--- src/logic/noload_cfg.svh ---
// constants of the per-phase no-load detector
`ifndef NOLOAD_CFG_SVH
`define NOLOAD_CFG_SVH

// register index width on the serial-port side
`define NL_ADDR_W 4
// register indices
`define NL_ADDR_ACTIVE_THR 4'h0
`define NL_ADDR_REACTIVE_THR 4'h1
`define NL_ADDR_APPARENT_THR 4'h2
`define NL_ADDR_STATUS 4'h3
`define NL_ADDR_MASK 4'h4
`define NL_ADDR_PHASE_STATE 4'h5
`define NL_ADDR_FULL_SCALE 4'h6

// flag positions in the second status and mask registers
`define NL_FLAG_TOTAL 0
`define NL_FLAG_FUND 1
`define NL_FLAG_APPARENT 2

// lowest bit of each three-bit field in the phase state register
`define NL_PH_TOTAL_LSB 0
`define NL_PH_FUND_LSB 3
`define NL_PH_APPARENT_LSB 6

// reset values
`define NL_THR_RESET 24'h000000
`define NL_MASK_RESET 3'h0

// power produced with full-scale converter inputs
`define NL_FULL_SCALE_POWER 28'h1FF6A6B

`endif

--- src/logic/noload_pkg.sv ---
// types shared by the no-load detector files
package noload_pkg;

   // signed power word as the signal processor carries it
   typedef logic signed [27:0] dsp_word_t;
   // signed threshold as software programs it
   typedef logic signed [23:0] threshold_t;
   // register selected by the current access
   typedef enum {
      SEL_ACTIVE_THR,
      SEL_REACTIVE_THR,
      SEL_APPARENT_THR,
      SEL_STATUS,
      SEL_MASK,
      SEL_PHASE_STATE,
      SEL_FULL_SCALE,
      SEL_NONE
   } reg_sel_e;

endpackage : noload_pkg

--- src/logic/noload_phase_cmp.sv ---
// one magnitude-versus-threshold comparison for one phase
`timescale 1ns/1ps

module noload_phase_cmp (
   input wire logic signed [27:0] power,
   input wire logic signed [23:0] threshold,
   output logic at_or_below
);

   logic [27:0] magnitude;
   logic [27:0] limit;

   // unsigned magnitude; the most negative code maps to 2^27 correctly
   assign magnitude = power[27] ? 28'(-power) : 28'(power);
   assign limit = {4'h0, threshold};

   // a negative threshold takes this term out of the decision
   assign at_or_below = threshold[23] ? 1'b1 : (magnitude <= limit);

endmodule : noload_phase_cmp

--- src/logic/noload_flag_unit.sv ---
// phase state bits and sticky flag of one no-load detector
`timescale 1ns/1ps

module noload_flag_unit (
   input wire logic clk,
   input wire logic rst_n,
   input wire logic update,
   input wire logic enable,
   input wire logic [2:0] cond,
   input wire logic clear,
   output logic [2:0] phase_bits,
   output logic flag
);

   logic [2:0] phase_next;
   logic changed;

   // a disabled detector reports every phase out of no-load
   assign phase_next = enable ? cond : 3'h0;
   assign changed = update && (phase_next != phase_bits);

   // phase bits move only when a phase enters or leaves no-load
   always_ff @(posedge clk or negedge rst_n) begin
      if (!rst_n) begin
         phase_bits <= 3'h0;
      end else if (changed) begin
         phase_bits <= phase_next;
      end
   end

   // sticky flag; a new change wins over a clear in the same cycle
   always_ff @(posedge clk or negedge rst_n) begin
      if (!rst_n) begin
         flag <= 1'b0;
      end else if (changed) begin
         flag <= 1'b1;
      end else if (clear) begin
         flag <= 1'b0;
      end
   end

endmodule : noload_flag_unit

--- src/logic/phase_no_load_detector.sv ---
// per-phase no-load detection with status, mask and interrupt line
`timescale 1ns/1ps
`include "noload_cfg.svh"

// How it works
// - phase enters total no-load when both total powers are within thresholds
// - total no-load phase stops total energy accumulation and its pulses
// - thresholds share the scale of the full-scale power constant
// - both active and reactive thresholds negative disable total detection
// - thresholds read as 32 bits, top four zero, sign extended to 28
// - total flag, status bit 0, sets when any phase triggers
// - phase bits 2:0 update together with the total flag
// - mask bit 0 drives interrupt line low on total entry or exit
// - host reads phase state, then writes one to clear flag and line
// - fundamental no-load uses fundamental powers against shared thresholds
// - fundamental no-load phase stops fundamental energy and its pulses
// - negative shared thresholds also disable fundamental detection
// - fundamental flag, status bit 1, with phase bits 5:3
// - mask bit 1 enables interrupt; write one clears flag and line
// - apparent no-load when apparent magnitude at or below its threshold
// - apparent threshold uses the same full-scale power constant
// - negative apparent threshold disables apparent detection
// - apparent flag, status bit 2, sets when any phase triggers
// - phase bits 8:6 update together with the apparent flag
// - mask bit 2 drives interrupt line low on apparent entry or exit
module phase_no_load_detector (
   input wire logic CORE_CLK,
   input wire logic RST_B,
   input wire logic POWER_UPDATE,
   input wire logic signed [27:0] TOTAL_ACTIVE_A,
   input wire logic signed [27:0] TOTAL_ACTIVE_B,
   input wire logic signed [27:0] TOTAL_ACTIVE_C,
   input wire logic signed [27:0] TOTAL_REACTIVE_A,
   input wire logic signed [27:0] TOTAL_REACTIVE_B,
   input wire logic signed [27:0] TOTAL_REACTIVE_C,
   input wire logic signed [27:0] FUND_ACTIVE_A,
   input wire logic signed [27:0] FUND_ACTIVE_B,
   input wire logic signed [27:0] FUND_ACTIVE_C,
   input wire logic signed [27:0] FUND_REACTIVE_A,
   input wire logic signed [27:0] FUND_REACTIVE_B,
   input wire logic signed [27:0] FUND_REACTIVE_C,
   input wire logic signed [27:0] APPARENT_A,
   input wire logic signed [27:0] APPARENT_B,
   input wire logic signed [27:0] APPARENT_C,
   input wire logic REG_REQ,
   input wire logic REG_WRITE,
   input wire logic [3:0] REG_ADDR,
   input wire logic [31:0] REG_WDATA,
   output logic [31:0] REG_RDATA,
   output logic REG_READY,
   output logic [2:0] TOTAL_ACC_ENABLE,
   output logic [2:0] FUND_ACC_ENABLE,
   output logic [2:0] APPARENT_ACC_ENABLE,
   output logic SECOND_INTERRUPT_LINE_B
);

   // reset synchroniser
   logic rst_meta_reg;
   logic rst_n;

   // software-visible thresholds and interrupt mask
   noload_pkg::threshold_t active_power_noload_threshold_reg;
   noload_pkg::threshold_t reactive_power_noload_threshold_reg;
   noload_pkg::threshold_t apparent_power_noload_threshold_reg;
   logic [2:0] second_interrupt_mask_reg;

   // register access decode
   noload_pkg::reg_sel_e reg_sel;
   logic wr_strobe;
   logic rd_strobe;
   logic [31:0] rdata_next;
   logic [31:0] rdata_reg;
   logic ready_reg;

   // per-phase power vectors, index 0 is phase A
   noload_pkg::dsp_word_t tot_act [3];
   noload_pkg::dsp_word_t tot_rea [3];
   noload_pkg::dsp_word_t fun_act [3];
   noload_pkg::dsp_word_t fun_rea [3];
   noload_pkg::dsp_word_t app_pwr [3];

   // comparison results per phase
   logic [2:0] tot_act_low;
   logic [2:0] tot_rea_low;
   logic [2:0] fun_act_low;
   logic [2:0] fun_rea_low;
   logic [2:0] app_low;
   logic [2:0] total_cond;
   logic [2:0] fund_cond;

   // detector enables
   logic reactive_circuit_on;
   logic apparent_circuit_on;

   // detector state
   logic [2:0] total_noload_phase_bits;
   logic [2:0] fundamental_noload_phase_bits;
   logic [2:0] apparent_noload_phase_bits;
   logic total_noload_flag;
   logic fundamental_noload_flag;
   logic apparent_noload_flag;
   logic [2:0] status_flags;
   logic [2:0] status_clear;
   logic [8:0] noload_phase_state;

   // interrupt line
   logic irq_b_reg;

   // reset release through two flip-flops
   always_ff @(posedge CORE_CLK or negedge RST_B) begin
      if (!RST_B) begin
         rst_meta_reg <= 1'b0;
         rst_n <= 1'b0;
      end else begin
         rst_meta_reg <= 1'b1;
         rst_n <= rst_meta_reg;
      end
   end

   // gather the phase powers into indexable vectors
   assign tot_act[0] = TOTAL_ACTIVE_A;
   assign tot_act[1] = TOTAL_ACTIVE_B;
   assign tot_act[2] = TOTAL_ACTIVE_C;
   assign tot_rea[0] = TOTAL_REACTIVE_A;
   assign tot_rea[1] = TOTAL_REACTIVE_B;
   assign tot_rea[2] = TOTAL_REACTIVE_C;
   assign fun_act[0] = FUND_ACTIVE_A;
   assign fun_act[1] = FUND_ACTIVE_B;
   assign fun_act[2] = FUND_ACTIVE_C;
   assign fun_rea[0] = FUND_REACTIVE_A;
   assign fun_rea[1] = FUND_REACTIVE_B;
   assign fun_rea[2] = FUND_REACTIVE_C;
   assign app_pwr[0] = APPARENT_A;
   assign app_pwr[1] = APPARENT_B;
   assign app_pwr[2] = APPARENT_C;

   // five comparisons for each phase
   for (genvar ph = 0; ph < 3; ph++) begin : g_phase
      noload_phase_cmp u_tot_act (
         .power(tot_act[ph]),
         .threshold(active_power_noload_threshold_reg),
         .at_or_below(tot_act_low[ph])
      );
      noload_phase_cmp u_tot_rea (
         .power(tot_rea[ph]),
         .threshold(reactive_power_noload_threshold_reg),
         .at_or_below(tot_rea_low[ph])
      );
      noload_phase_cmp u_fun_act (
         .power(fun_act[ph]),
         .threshold(active_power_noload_threshold_reg),
         .at_or_below(fun_act_low[ph])
      );
      noload_phase_cmp u_fun_rea (
         .power(fun_rea[ph]),
         .threshold(reactive_power_noload_threshold_reg),
         .at_or_below(fun_rea_low[ph])
      );
      noload_phase_cmp u_app (
         .power(app_pwr[ph]),
         .threshold(apparent_power_noload_threshold_reg),
         .at_or_below(app_low[ph])
      );
   end

   assign total_cond = tot_act_low & tot_rea_low;
   assign fund_cond = fun_act_low & fun_rea_low;

   // both shared thresholds negative turn the circuit off
   // same switch governs the fundamental circuit
   // a lone negative reactive threshold only drops that term
   assign reactive_circuit_on = !(active_power_noload_threshold_reg[23]
      && reactive_power_noload_threshold_reg[23]);
   // negative apparent threshold turns its circuit off
   assign apparent_circuit_on = !apparent_power_noload_threshold_reg[23];

   // host write of one clears the matching flag
   // same clear path for the fundamental flag
   assign status_clear = (wr_strobe && reg_sel == noload_pkg::SEL_STATUS)
      ? REG_WDATA[2:0] : 3'h0;

   // phase bits move with the flag
   noload_flag_unit u_total (
      .clk(CORE_CLK),
      .rst_n(rst_n),
      .update(POWER_UPDATE),
      .enable(reactive_circuit_on),
      .cond(total_cond),
      .clear(status_clear[`NL_FLAG_TOTAL]),
      .phase_bits(total_noload_phase_bits),
      .flag(total_noload_flag)
   );

   noload_flag_unit u_fund (
      .clk(CORE_CLK),
      .rst_n(rst_n),
      .update(POWER_UPDATE),
      .enable(reactive_circuit_on),
      .cond(fund_cond),
      .clear(status_clear[`NL_FLAG_FUND]),
      .phase_bits(fundamental_noload_phase_bits),
      .flag(fundamental_noload_flag)
   );

   // phase bits move with the flag
   noload_flag_unit u_app (
      .clk(CORE_CLK),
      .rst_n(rst_n),
      .update(POWER_UPDATE),
      .enable(apparent_circuit_on),
      .cond(app_low),
      .clear(status_clear[`NL_FLAG_APPARENT]),
      .phase_bits(apparent_noload_phase_bits),
      .flag(apparent_noload_flag)
   );

   // status and phase state images
   assign status_flags = {apparent_noload_flag, fundamental_noload_flag,
      total_noload_flag};
   assign noload_phase_state = {apparent_noload_phase_bits,
      fundamental_noload_phase_bits, total_noload_phase_bits};

   // suppress total energy and pulses per phase
   assign TOTAL_ACC_ENABLE = ~total_noload_phase_bits;
   // suppress fundamental energy and pulses per phase
   assign FUND_ACC_ENABLE = ~fundamental_noload_phase_bits;
   // suppress apparent energy and pulses per phase
   assign APPARENT_ACC_ENABLE = ~apparent_noload_phase_bits;

   // access strobes; the ready cycle of a held request takes nothing
   assign wr_strobe = REG_REQ && REG_WRITE && !ready_reg;
   assign rd_strobe = REG_REQ && !REG_WRITE && !ready_reg;

   // address decode
   always_comb begin
      if (REG_ADDR == `NL_ADDR_ACTIVE_THR) begin
         reg_sel = noload_pkg::SEL_ACTIVE_THR;
      end else if (REG_ADDR == `NL_ADDR_REACTIVE_THR) begin
         reg_sel = noload_pkg::SEL_REACTIVE_THR;
      end else if (REG_ADDR == `NL_ADDR_APPARENT_THR) begin
         reg_sel = noload_pkg::SEL_APPARENT_THR;
      end else if (REG_ADDR == `NL_ADDR_STATUS) begin
         reg_sel = noload_pkg::SEL_STATUS;
      end else if (REG_ADDR == `NL_ADDR_MASK) begin
         reg_sel = noload_pkg::SEL_MASK;
      end else if (REG_ADDR == `NL_ADDR_PHASE_STATE) begin
         reg_sel = noload_pkg::SEL_PHASE_STATE;
      end else if (REG_ADDR == `NL_ADDR_FULL_SCALE) begin
         reg_sel = noload_pkg::SEL_FULL_SCALE;
      end else begin
         reg_sel = noload_pkg::SEL_NONE;
      end
   end

   // threshold writes keep the low 24 bits of the word
   always_ff @(posedge CORE_CLK or negedge rst_n) begin
      if (!rst_n) begin
         active_power_noload_threshold_reg <= `NL_THR_RESET;
         reactive_power_noload_threshold_reg <= `NL_THR_RESET;
         apparent_power_noload_threshold_reg <= `NL_THR_RESET;
      end else if (wr_strobe) begin
         if (reg_sel == noload_pkg::SEL_ACTIVE_THR) begin
            active_power_noload_threshold_reg <= REG_WDATA[23:0];
         end else if (reg_sel == noload_pkg::SEL_REACTIVE_THR) begin
            reactive_power_noload_threshold_reg <= REG_WDATA[23:0];
         end else if (reg_sel == noload_pkg::SEL_APPARENT_THR) begin
            apparent_power_noload_threshold_reg <= REG_WDATA[23:0];
         end
      end
   end

   // mask register, all sources disabled after reset
   always_ff @(posedge CORE_CLK or negedge rst_n) begin
      if (!rst_n) begin
         second_interrupt_mask_reg <= `NL_MASK_RESET;
      end else if (wr_strobe && reg_sel == noload_pkg::SEL_MASK) begin
         second_interrupt_mask_reg <= REG_WDATA[2:0];
      end
   end

   // read data selection
   always_comb begin
      rdata_next = 32'h0000_0000;
      case (reg_sel)
         // 24-bit value sign extended to 28, top nibble zero
         noload_pkg::SEL_ACTIVE_THR: begin
            rdata_next = {4'h0, {4{active_power_noload_threshold_reg[23]}},
               active_power_noload_threshold_reg};
         end
         noload_pkg::SEL_REACTIVE_THR: begin
            rdata_next = {4'h0,
               {4{reactive_power_noload_threshold_reg[23]}},
               reactive_power_noload_threshold_reg};
         end
         noload_pkg::SEL_APPARENT_THR: begin
            rdata_next = {4'h0,
               {4{apparent_power_noload_threshold_reg[23]}},
               apparent_power_noload_threshold_reg};
         end
         noload_pkg::SEL_STATUS: begin
            rdata_next = {29'h0000_0000, status_flags};
         end
         noload_pkg::SEL_MASK: begin
            rdata_next = {29'h0000_0000, second_interrupt_mask_reg};
         end
         noload_pkg::SEL_PHASE_STATE: begin
            rdata_next = {23'h00_0000, noload_phase_state};
         end
         // thresholds and powers share this full-scale figure
         // apparent scale uses the same constant
         noload_pkg::SEL_FULL_SCALE: begin
            rdata_next = {4'h0, `NL_FULL_SCALE_POWER};
         end
         default: begin
            rdata_next = 32'h0000_0000;
         end
      endcase
   end

   // read data held until the next read
   always_ff @(posedge CORE_CLK or negedge rst_n) begin
      if (!rst_n) begin
         rdata_reg <= 32'h0000_0000;
      end else if (rd_strobe) begin
         rdata_reg <= rdata_next;
      end
   end

   // one-cycle ready per request; the host holds the request until then
   always_ff @(posedge CORE_CLK or negedge rst_n) begin
      if (!rst_n) begin
         ready_reg <= 1'b0;
      end else begin
         ready_reg <= REG_REQ && !ready_reg;
      end
   end

   assign REG_RDATA = rdata_reg;
   assign REG_READY = ready_reg;

   // total flag pulls the line when mask bit 0 is set
   // fundamental flag pulls it under mask bit 1
   // apparent flag pulls it under mask bit 2
   // line stays low while any enabled flag stands
   always_ff @(posedge CORE_CLK or negedge rst_n) begin
      if (!rst_n) begin
         irq_b_reg <= 1'b1;
      end else begin
         irq_b_reg <= !(|(status_flags & second_interrupt_mask_reg));
      end
   end

   assign SECOND_INTERRUPT_LINE_B = irq_b_reg;

endmodule : phase_no_load_detector

--- config.mk ---
export PLATFORM = sky130hd
export DESIGN_NAME = phase_no_load_detector
export DESIGN_NICKNAME = d
export VERILOG_FILES = /design/src/logic/noload_pkg.sv /design/src/logic/noload_phase_cmp.sv /design/src/logic/noload_flag_unit.sv /design/src/logic/phase_no_load_detector.sv
export VERILOG_INCLUDE_DIRS = /design/src /design/src/logic
export SDC_FILE = /design/constraint.sdc
export NUM_CORES = 1
export LEC_CHECK = 0
export BUFFER_PORTS_ARGS = -buffer_cell sky130_fd_sc_hd__buf_2
export CAP_MARGIN = 20
export CORE_MARGIN = 2
export CORE_UTILIZATION = 45
export CTS_CLUSTER_SIZE = 40
export DETAILED_ROUTE_END_ITERATION = 8
export PLACE_DENSITY = 0.69
export SYNTH_ARGS = -nofsm -noshare
export SYNTH_HDL_FRONTEND = slang
export SYNTH_SLANG_ARGS = --single-unit
--- constraint.sdc ---
create_clock -name CORE_CLK -period 9.22 [get_ports CORE_CLK]
set_input_delay 1.844 -clock CORE_CLK [delete_from_list [all_inputs] [get_ports CORE_CLK]]
set_output_delay 1.844 -clock CORE_CLK [all_outputs]
set_load 0.02 [all_outputs]
==> results of run 1 <==
==> power by group through the flow <==
stage               sequential (mW)  combinational [mW]  clock (mW)
floorplan                     0.687                1.25           0
global placement              0.695                1.87           0
detailed placement            0.699                1.98           0
CTS                           0.691                2.00       0.688
global route                  0.704                2.25       0.717
finish                        0.693                2.03       0.687
==> layer usage <==
| metal | GRT usage [%] | share of wire [%] | up-vias | wire, um |
|---|---|---|---|---|
| met5 | 0 | 0.18 | - | 152 |
| met4 | 14.2 | 4.3 | 24 | 3560 |
| met3 | 6.98 | 9.1 | 221 | 7530 |
| met2 | 52.0 | 45 | 1102 | 37300 |
| met1 | 41.4 | 41 | 11124 | 34000 |
| li1 | - | - | 11136 | - |
==> stage by stage <==
stage	hold WS, ns	instances	total power [mW]	setup WS [ns]
after floorplan	0.331	2727	1.94	3.19
after global placement	0.262	3740	2.57	2.44
after global routing	0.284	3789	3.67	2.52
final	0.252	3796	3.41	2.82
after CTS	0.267	3772	3.37	2.79
after detailed placement	0.262	3740	2.68	2.37
==> kinds of logic (layout without fill, tap and decap cells) <==
| kind of cell | count (synthesis) | in the layout | synth area share (%) |
|---|---|---|---|
| compound gates | 818 | 818 | 24.7 |
| xor+xnor | 340 | 340 | 14.1 |
| fa+ha+maj | 375 | 375 | 22.2 |
| buf+inv | 216 | 656 | 3.96 |
| flops | 116 | 116 | 13.7 |
| mux | 25 | 25 | 1.24 |
| other cells | 2 | 27 | 0.0355 |
| simple gates | 832 | 832 | 20.1 |
==> worst max-delay path, stage by stage <==
cell	delay [ns]
buf_2	0.12
or4_1	0.58
or4b_2	0.71
or4_1	0.49
nand2b_1	0.19
o41ai_1	0.33
xnor2_1	0.14
ha_1	0.31
nand4_1	0.15
nor4_1	0.39
nand2_1	0.09
a211o_1	0.36
a32o_1	0.23
nor3_1	0.44
xnor2_1	0.18
a41oi_1	0.12
==> Yosys cell counts (38+ instances only) <==
cell type / number / area (um^2)
xnor2_1: 332 / 2910
inv_1: 124 / 465
nand3_1: 42 / 210
o31ai_1: 98 / 736
dfrtp_1: 115 / 2880
or4_1: 53 / 398
o21ai_0: 277 / 1390
nand4_1: 89 / 557
nand2b_1: 38 / 238
nor4_1: 47 / 294
a21o_1: 79 / 593
a21oi_1: 156 / 781
nor3_1: 52 / 260
o41ai_1: 56 / 490
clkbuf_1: 78 / 293
nor2_1: 92 / 345
ha_1: 375 / 4690
nand2_1: 300 / 1130
==> final cells by class <==
type,count,area [um^2]
Fill cell,4420,21700
Multi-Input combinational cell,2395,17400
Sequential cell,116,2910
Timing Repair Buffer,500,2550
Tap cell,607,759
Clock buffer,23,488
Inverter,124,465
Clock inverter,9,125
Antenna cell,22,55.1
==> path summary, 6_finish.rpt <==
path                                                             end  slack [ns]
min in group CORE_CLK                                          rst_n        0.35
worst min-delay path                            u_fund.phase_bits[1]        0.25
worst max register to register                          u_total.flag        5.19
worst min register to register                  u_fund.phase_bits[1]        0.25
worst max-delay path                                    u_total.flag        2.82
max in group asynchronous       active_power_noload_threshold_reg[9]        7.87
==> metrics, run 1 <==
Max VDD drop=0.163 mV; Worst Setup SP=TOTAL_REACTIVE_A[7]; Seq cells post-synth=116; Die Span X=221 um; ys async rst share=100%; starting density of the core=45.6%; Pleak=11.1 nW; Hold Path Class=flop to asynchronous set/reset pin; Seq pwr share=20.3%; CTS Root Cell=clkbuf_16; worst setup path class=primary input to flop; combinational share of power=59.6%; top_reg_cell synth=dfrtp_1; syn avg cell area=7.77 um^2; DR vias=23607; router iterations before antenna repair=6; Num Clock Sinks=116; final setup TNS=0 ns; Area Growth Syn to Fin=17.2%; postcts setup bufs=0; Post-CTS Resized=0; final wirelength=82500 um; Critical Path RT=9.51 ns; layout cells sized above 1=18.0%; Seq/Total Area, Yosys=13.7%; Final GP Congestion=0.967; Synth warnings=0; total track usage=32.3%; max frequency=156 MHz; final instance area=0.0248 mm^2; Sw Share=46.0%; Power Internal=1.84 mW; FP Rows=79; Largest register FFs=25; clock share of power=20.1%; minimum clock period=6.40 ns; TritonCTS buffer count=17; Slew Viols, Final=0; crit path max fanout=5; synthesized area=0.0212 mm^2; Max clock buf depth=2; first-pass GRT wire length=125000 um; period utilisation layout=69.4%; antenna violations before repair=31; Slew @ Worst Pin=1.04 ns; final setup fails=0; RSZ-0062 raised after global routing=no; Die ar.=0.0488 mm^2; chip height=221 um; DR DRC count=0; final net count=3990; post-route ant nets=0; Reg clk slew, reported paths=0.05 ns; Netlist cell types=75; Reg-to-Reg Start=reactive_power_noload_threshold_reg[23]; DRT iter0 DRCs=2290; Arrival @ worst endpoint=6.68 ns; largest net degree at the start of global routing=87; worst r2r path cells=9; Clock Skew=0.00559 ns; CTS tree=built; Fin. Hold Viols=0; CP Launch Type=primary input; H-tree levels=4; number of synthesized flops with an enable pin=0; cts hold-fix bufs=0; DR vias/cell=6.22; I/O Pins=504; area of placed instances=0.0241 mm^2; Core Area=0.0465 mm^2; Cells after Synth=2724; PD cells=138 mW/mm^2; relative slew slack=30.4%; max-capacitance violation count=0; number of global-route vias before repair=22463; half-perimeter wire length after placement=66500 um; final core utilization=53.4%; commonest non-fill, non-tap cell in the layout=buf_2; PortBufs=491; GR Overflow Total=0; outcome=completed; Net Sw Power=1.57 mW; critical path endpoint category=flop; commonest non-fill, non-tap cells in the layout=buf_2, ha_1, xnor2_1, nand2_1, o21ai_0; routed length per instance=21.7 um; worst-skew pair later-pin latency=0.42 ns
(Power assumes the default switching activity.)
==> run 2: changes to the inputs <==
==> constraint.sdc (replaced) <==
create_clock -name CORE_CLK -period 6.61 [get_ports CORE_CLK]
set_input_delay 1.322 -clock CORE_CLK [delete_from_list [all_inputs] [get_ports CORE_CLK]]
set_output_delay 1.322 -clock CORE_CLK [all_outputs]
set_load 0.02 [all_outputs]
==> run 2 against run 1 <==
Critical path type unchanged; die area unchanged; critical path depth increased by 1; hold slack gained 0.046 ns; sequential power is 40% higher; largest power group unchanged; first-iteration DRC count is 11% lower; clock skew is 0.0042 ns higher; sequential share of layout area is essentially flat.
==> metrics, run 2 (synthesized netlist as in run 1, its figures left out) <==
setup ws final=0.972 ns; max-capacitance violation count=0; DRT iter0 DRCs=2042; chip height=221 um; first-pass GRT wire length=125000 um; FP Rows=79; final wirelength=82800 um; antenna violations before repair=24; number of global-route vias before repair=22510; DR vias=23549; overall power=4.73 mW; half-perimeter wire length after placement=66700 um; CP Launch Type=primary input; DR DRC count=0; Hold Path Class=flop to asynchronous set/reset pin; RSZ-0062 raised after global routing=no; Max VDD drop=0.226 mV; crit path max fanout=5; Critical Path RT=6.89 ns; final core utilization=53.3%; pre-CTS setup slack=0.585 ns; total track usage=32.3%; worst-skew pair later-pin latency=0.43 ns; Die Span X=221 um; critical path endpoint category=flop; Die ar.=0.0488 mm^2; CTS Root Cell=clkbuf_16; CP max-delay cell=or4b_2; worst setup path class=primary input to flop; Fin Hold WS=0.298 ns; critical-path cell list=buf_2 -> or4_1 -> or4b_2 -> or4_1 -> nand2b_1 -> o41ai_1 -> xnor2_1 -> ha_1 -> nand4_1 -> nor4_1 -> nand2_1 -> a211o_1 -> a32o_1 -> nor3_1 -> buf_4 -> xnor2_1 -> a41oi_1; layout cells sized above 1=18.2%; Slew Viols, Final=0; minimum clock period=5.64 ns; post-route ant nets=0; H-tree levels=4; commonest non-fill, non-tap cells in the layout=buf_2, ha_1, xnor2_1, nand2_1, o21ai_0; router iterations before antenna repair=6; period utilisation layout=85.3%; final setup fails=0; Reg clk slew, reported paths=0.05 ns; CTS tree=built; GR Overflow Total=0; final setup TNS=0 ns; relative slew slack=31.0%; Arrival @ worst endpoint=5.92 ns; Filler cells=4527; outcome=completed; max frequency=177 MHz; Area Growth Syn to Fin=17.0%; largest net degree at the start of global routing=78; routed length per instance=21.8 um; Final GP Congestion=0.953; cts hold-fix bufs=0; DR vias/cell=6.21; PortBufs=491; Post-CTS Resized=0; Largest stage delay, worst path=0.71 ns; Max clock buf depth=2; Slew @ Worst Pin=1.03 ns; commonest non-fill, non-tap cell in the layout=buf_2; I/O Pins=504; PD cells=191 mW/mm^2; postcts setup bufs=0; Clock Skew=0.00983 ns; Pleak=11.1 nW; Core Area=0.0465 mm^2; Num Clock Sinks=116; Fin. Hold Viols=0; Largest register FFs=25; TritonCTS buffer count=17; starting density of the core=45.6%; final net count=3994
-- run 2: cell types whose count changed in the layout (fill, tap and decap cells not counted), sizes merged --
cell and change:
clkbuf -2, bufinv -1, clkinv +2, buf +4, diode -4
-- run 2: final cells by class --
class                           instances  area, um^2  area share [%]
Multi-Input combinational cell       2395       17400            70.5
Sequential cell                       116        2910            11.7
Timing Repair Buffer                  504        2550            10.3
Tap cell                              607         759            3.07
Clock buffer                           21         480            1.94
Inverter                              124         465            1.88
Clock inverter                         10         105           0.424
Antenna cell                           18        45.0           0.182
-- run 2: stage by stage --
| step | instances | instance area (um^2) |
|---|---|---|
| floorplan | 2727 | 21200 |
| global placement | 3746 | 24100 |
| detailed placement | 3746 | 24100 |
| CTS | 3777 | 24700 |
| global route | 3787 | 24700 |
| finish | 3795 | 24800 |
-- run 2: layer usage --
metal / track usage, % / wire length (um) / vias to the layer above
met5: 0 / 116 / -
met4: 13.0 / 3420 / 20
met3: 6.33 / 7750 / 223
li1: - / - / 11125
met1: 41.8 / 34000 / 11070
met2: 52.9 / 37500 / 1111
-- run 2: critical path, delay by kind of cell --
family                     cells  cell delay, ns
adders and majority gates      1            0.31
buffers and inverters          2            0.29
and+or+nand+nor                8            2.71
xor gates and xnor gates       2            0.24
AOI/OAI and AO/OA              4            1.05
-- run 2: where the power goes --
part	internal (mW)	switching [mW]
logic	1.09	1.75
registers	0.853	0.116
clock network	0.587	0.333
-- run 2: worst paths after layout --
kind / cells after the start / slack (ns) / from / to
max in group asynchronous: 1 / 4.91 / rst_n / apparent_power_noload_threshold_reg[16]
worst max-delay path: 17 / 0.97 / TOTAL_REACTIVE_A[5] / u_total.flag
worst min register to register: 0 / 0.30 / rst_n / u_fund.phase_bits[1]
min in group CORE_CLK: 0 / 0.36 / rst_meta_reg / rst_n
worst min-delay path: 0 / 0.30 / rst_n / u_fund.phase_bits[1]
worst max register to register: 9 / 2.57 / reactive_power_noload_threshold_reg[23] / u_total.flag
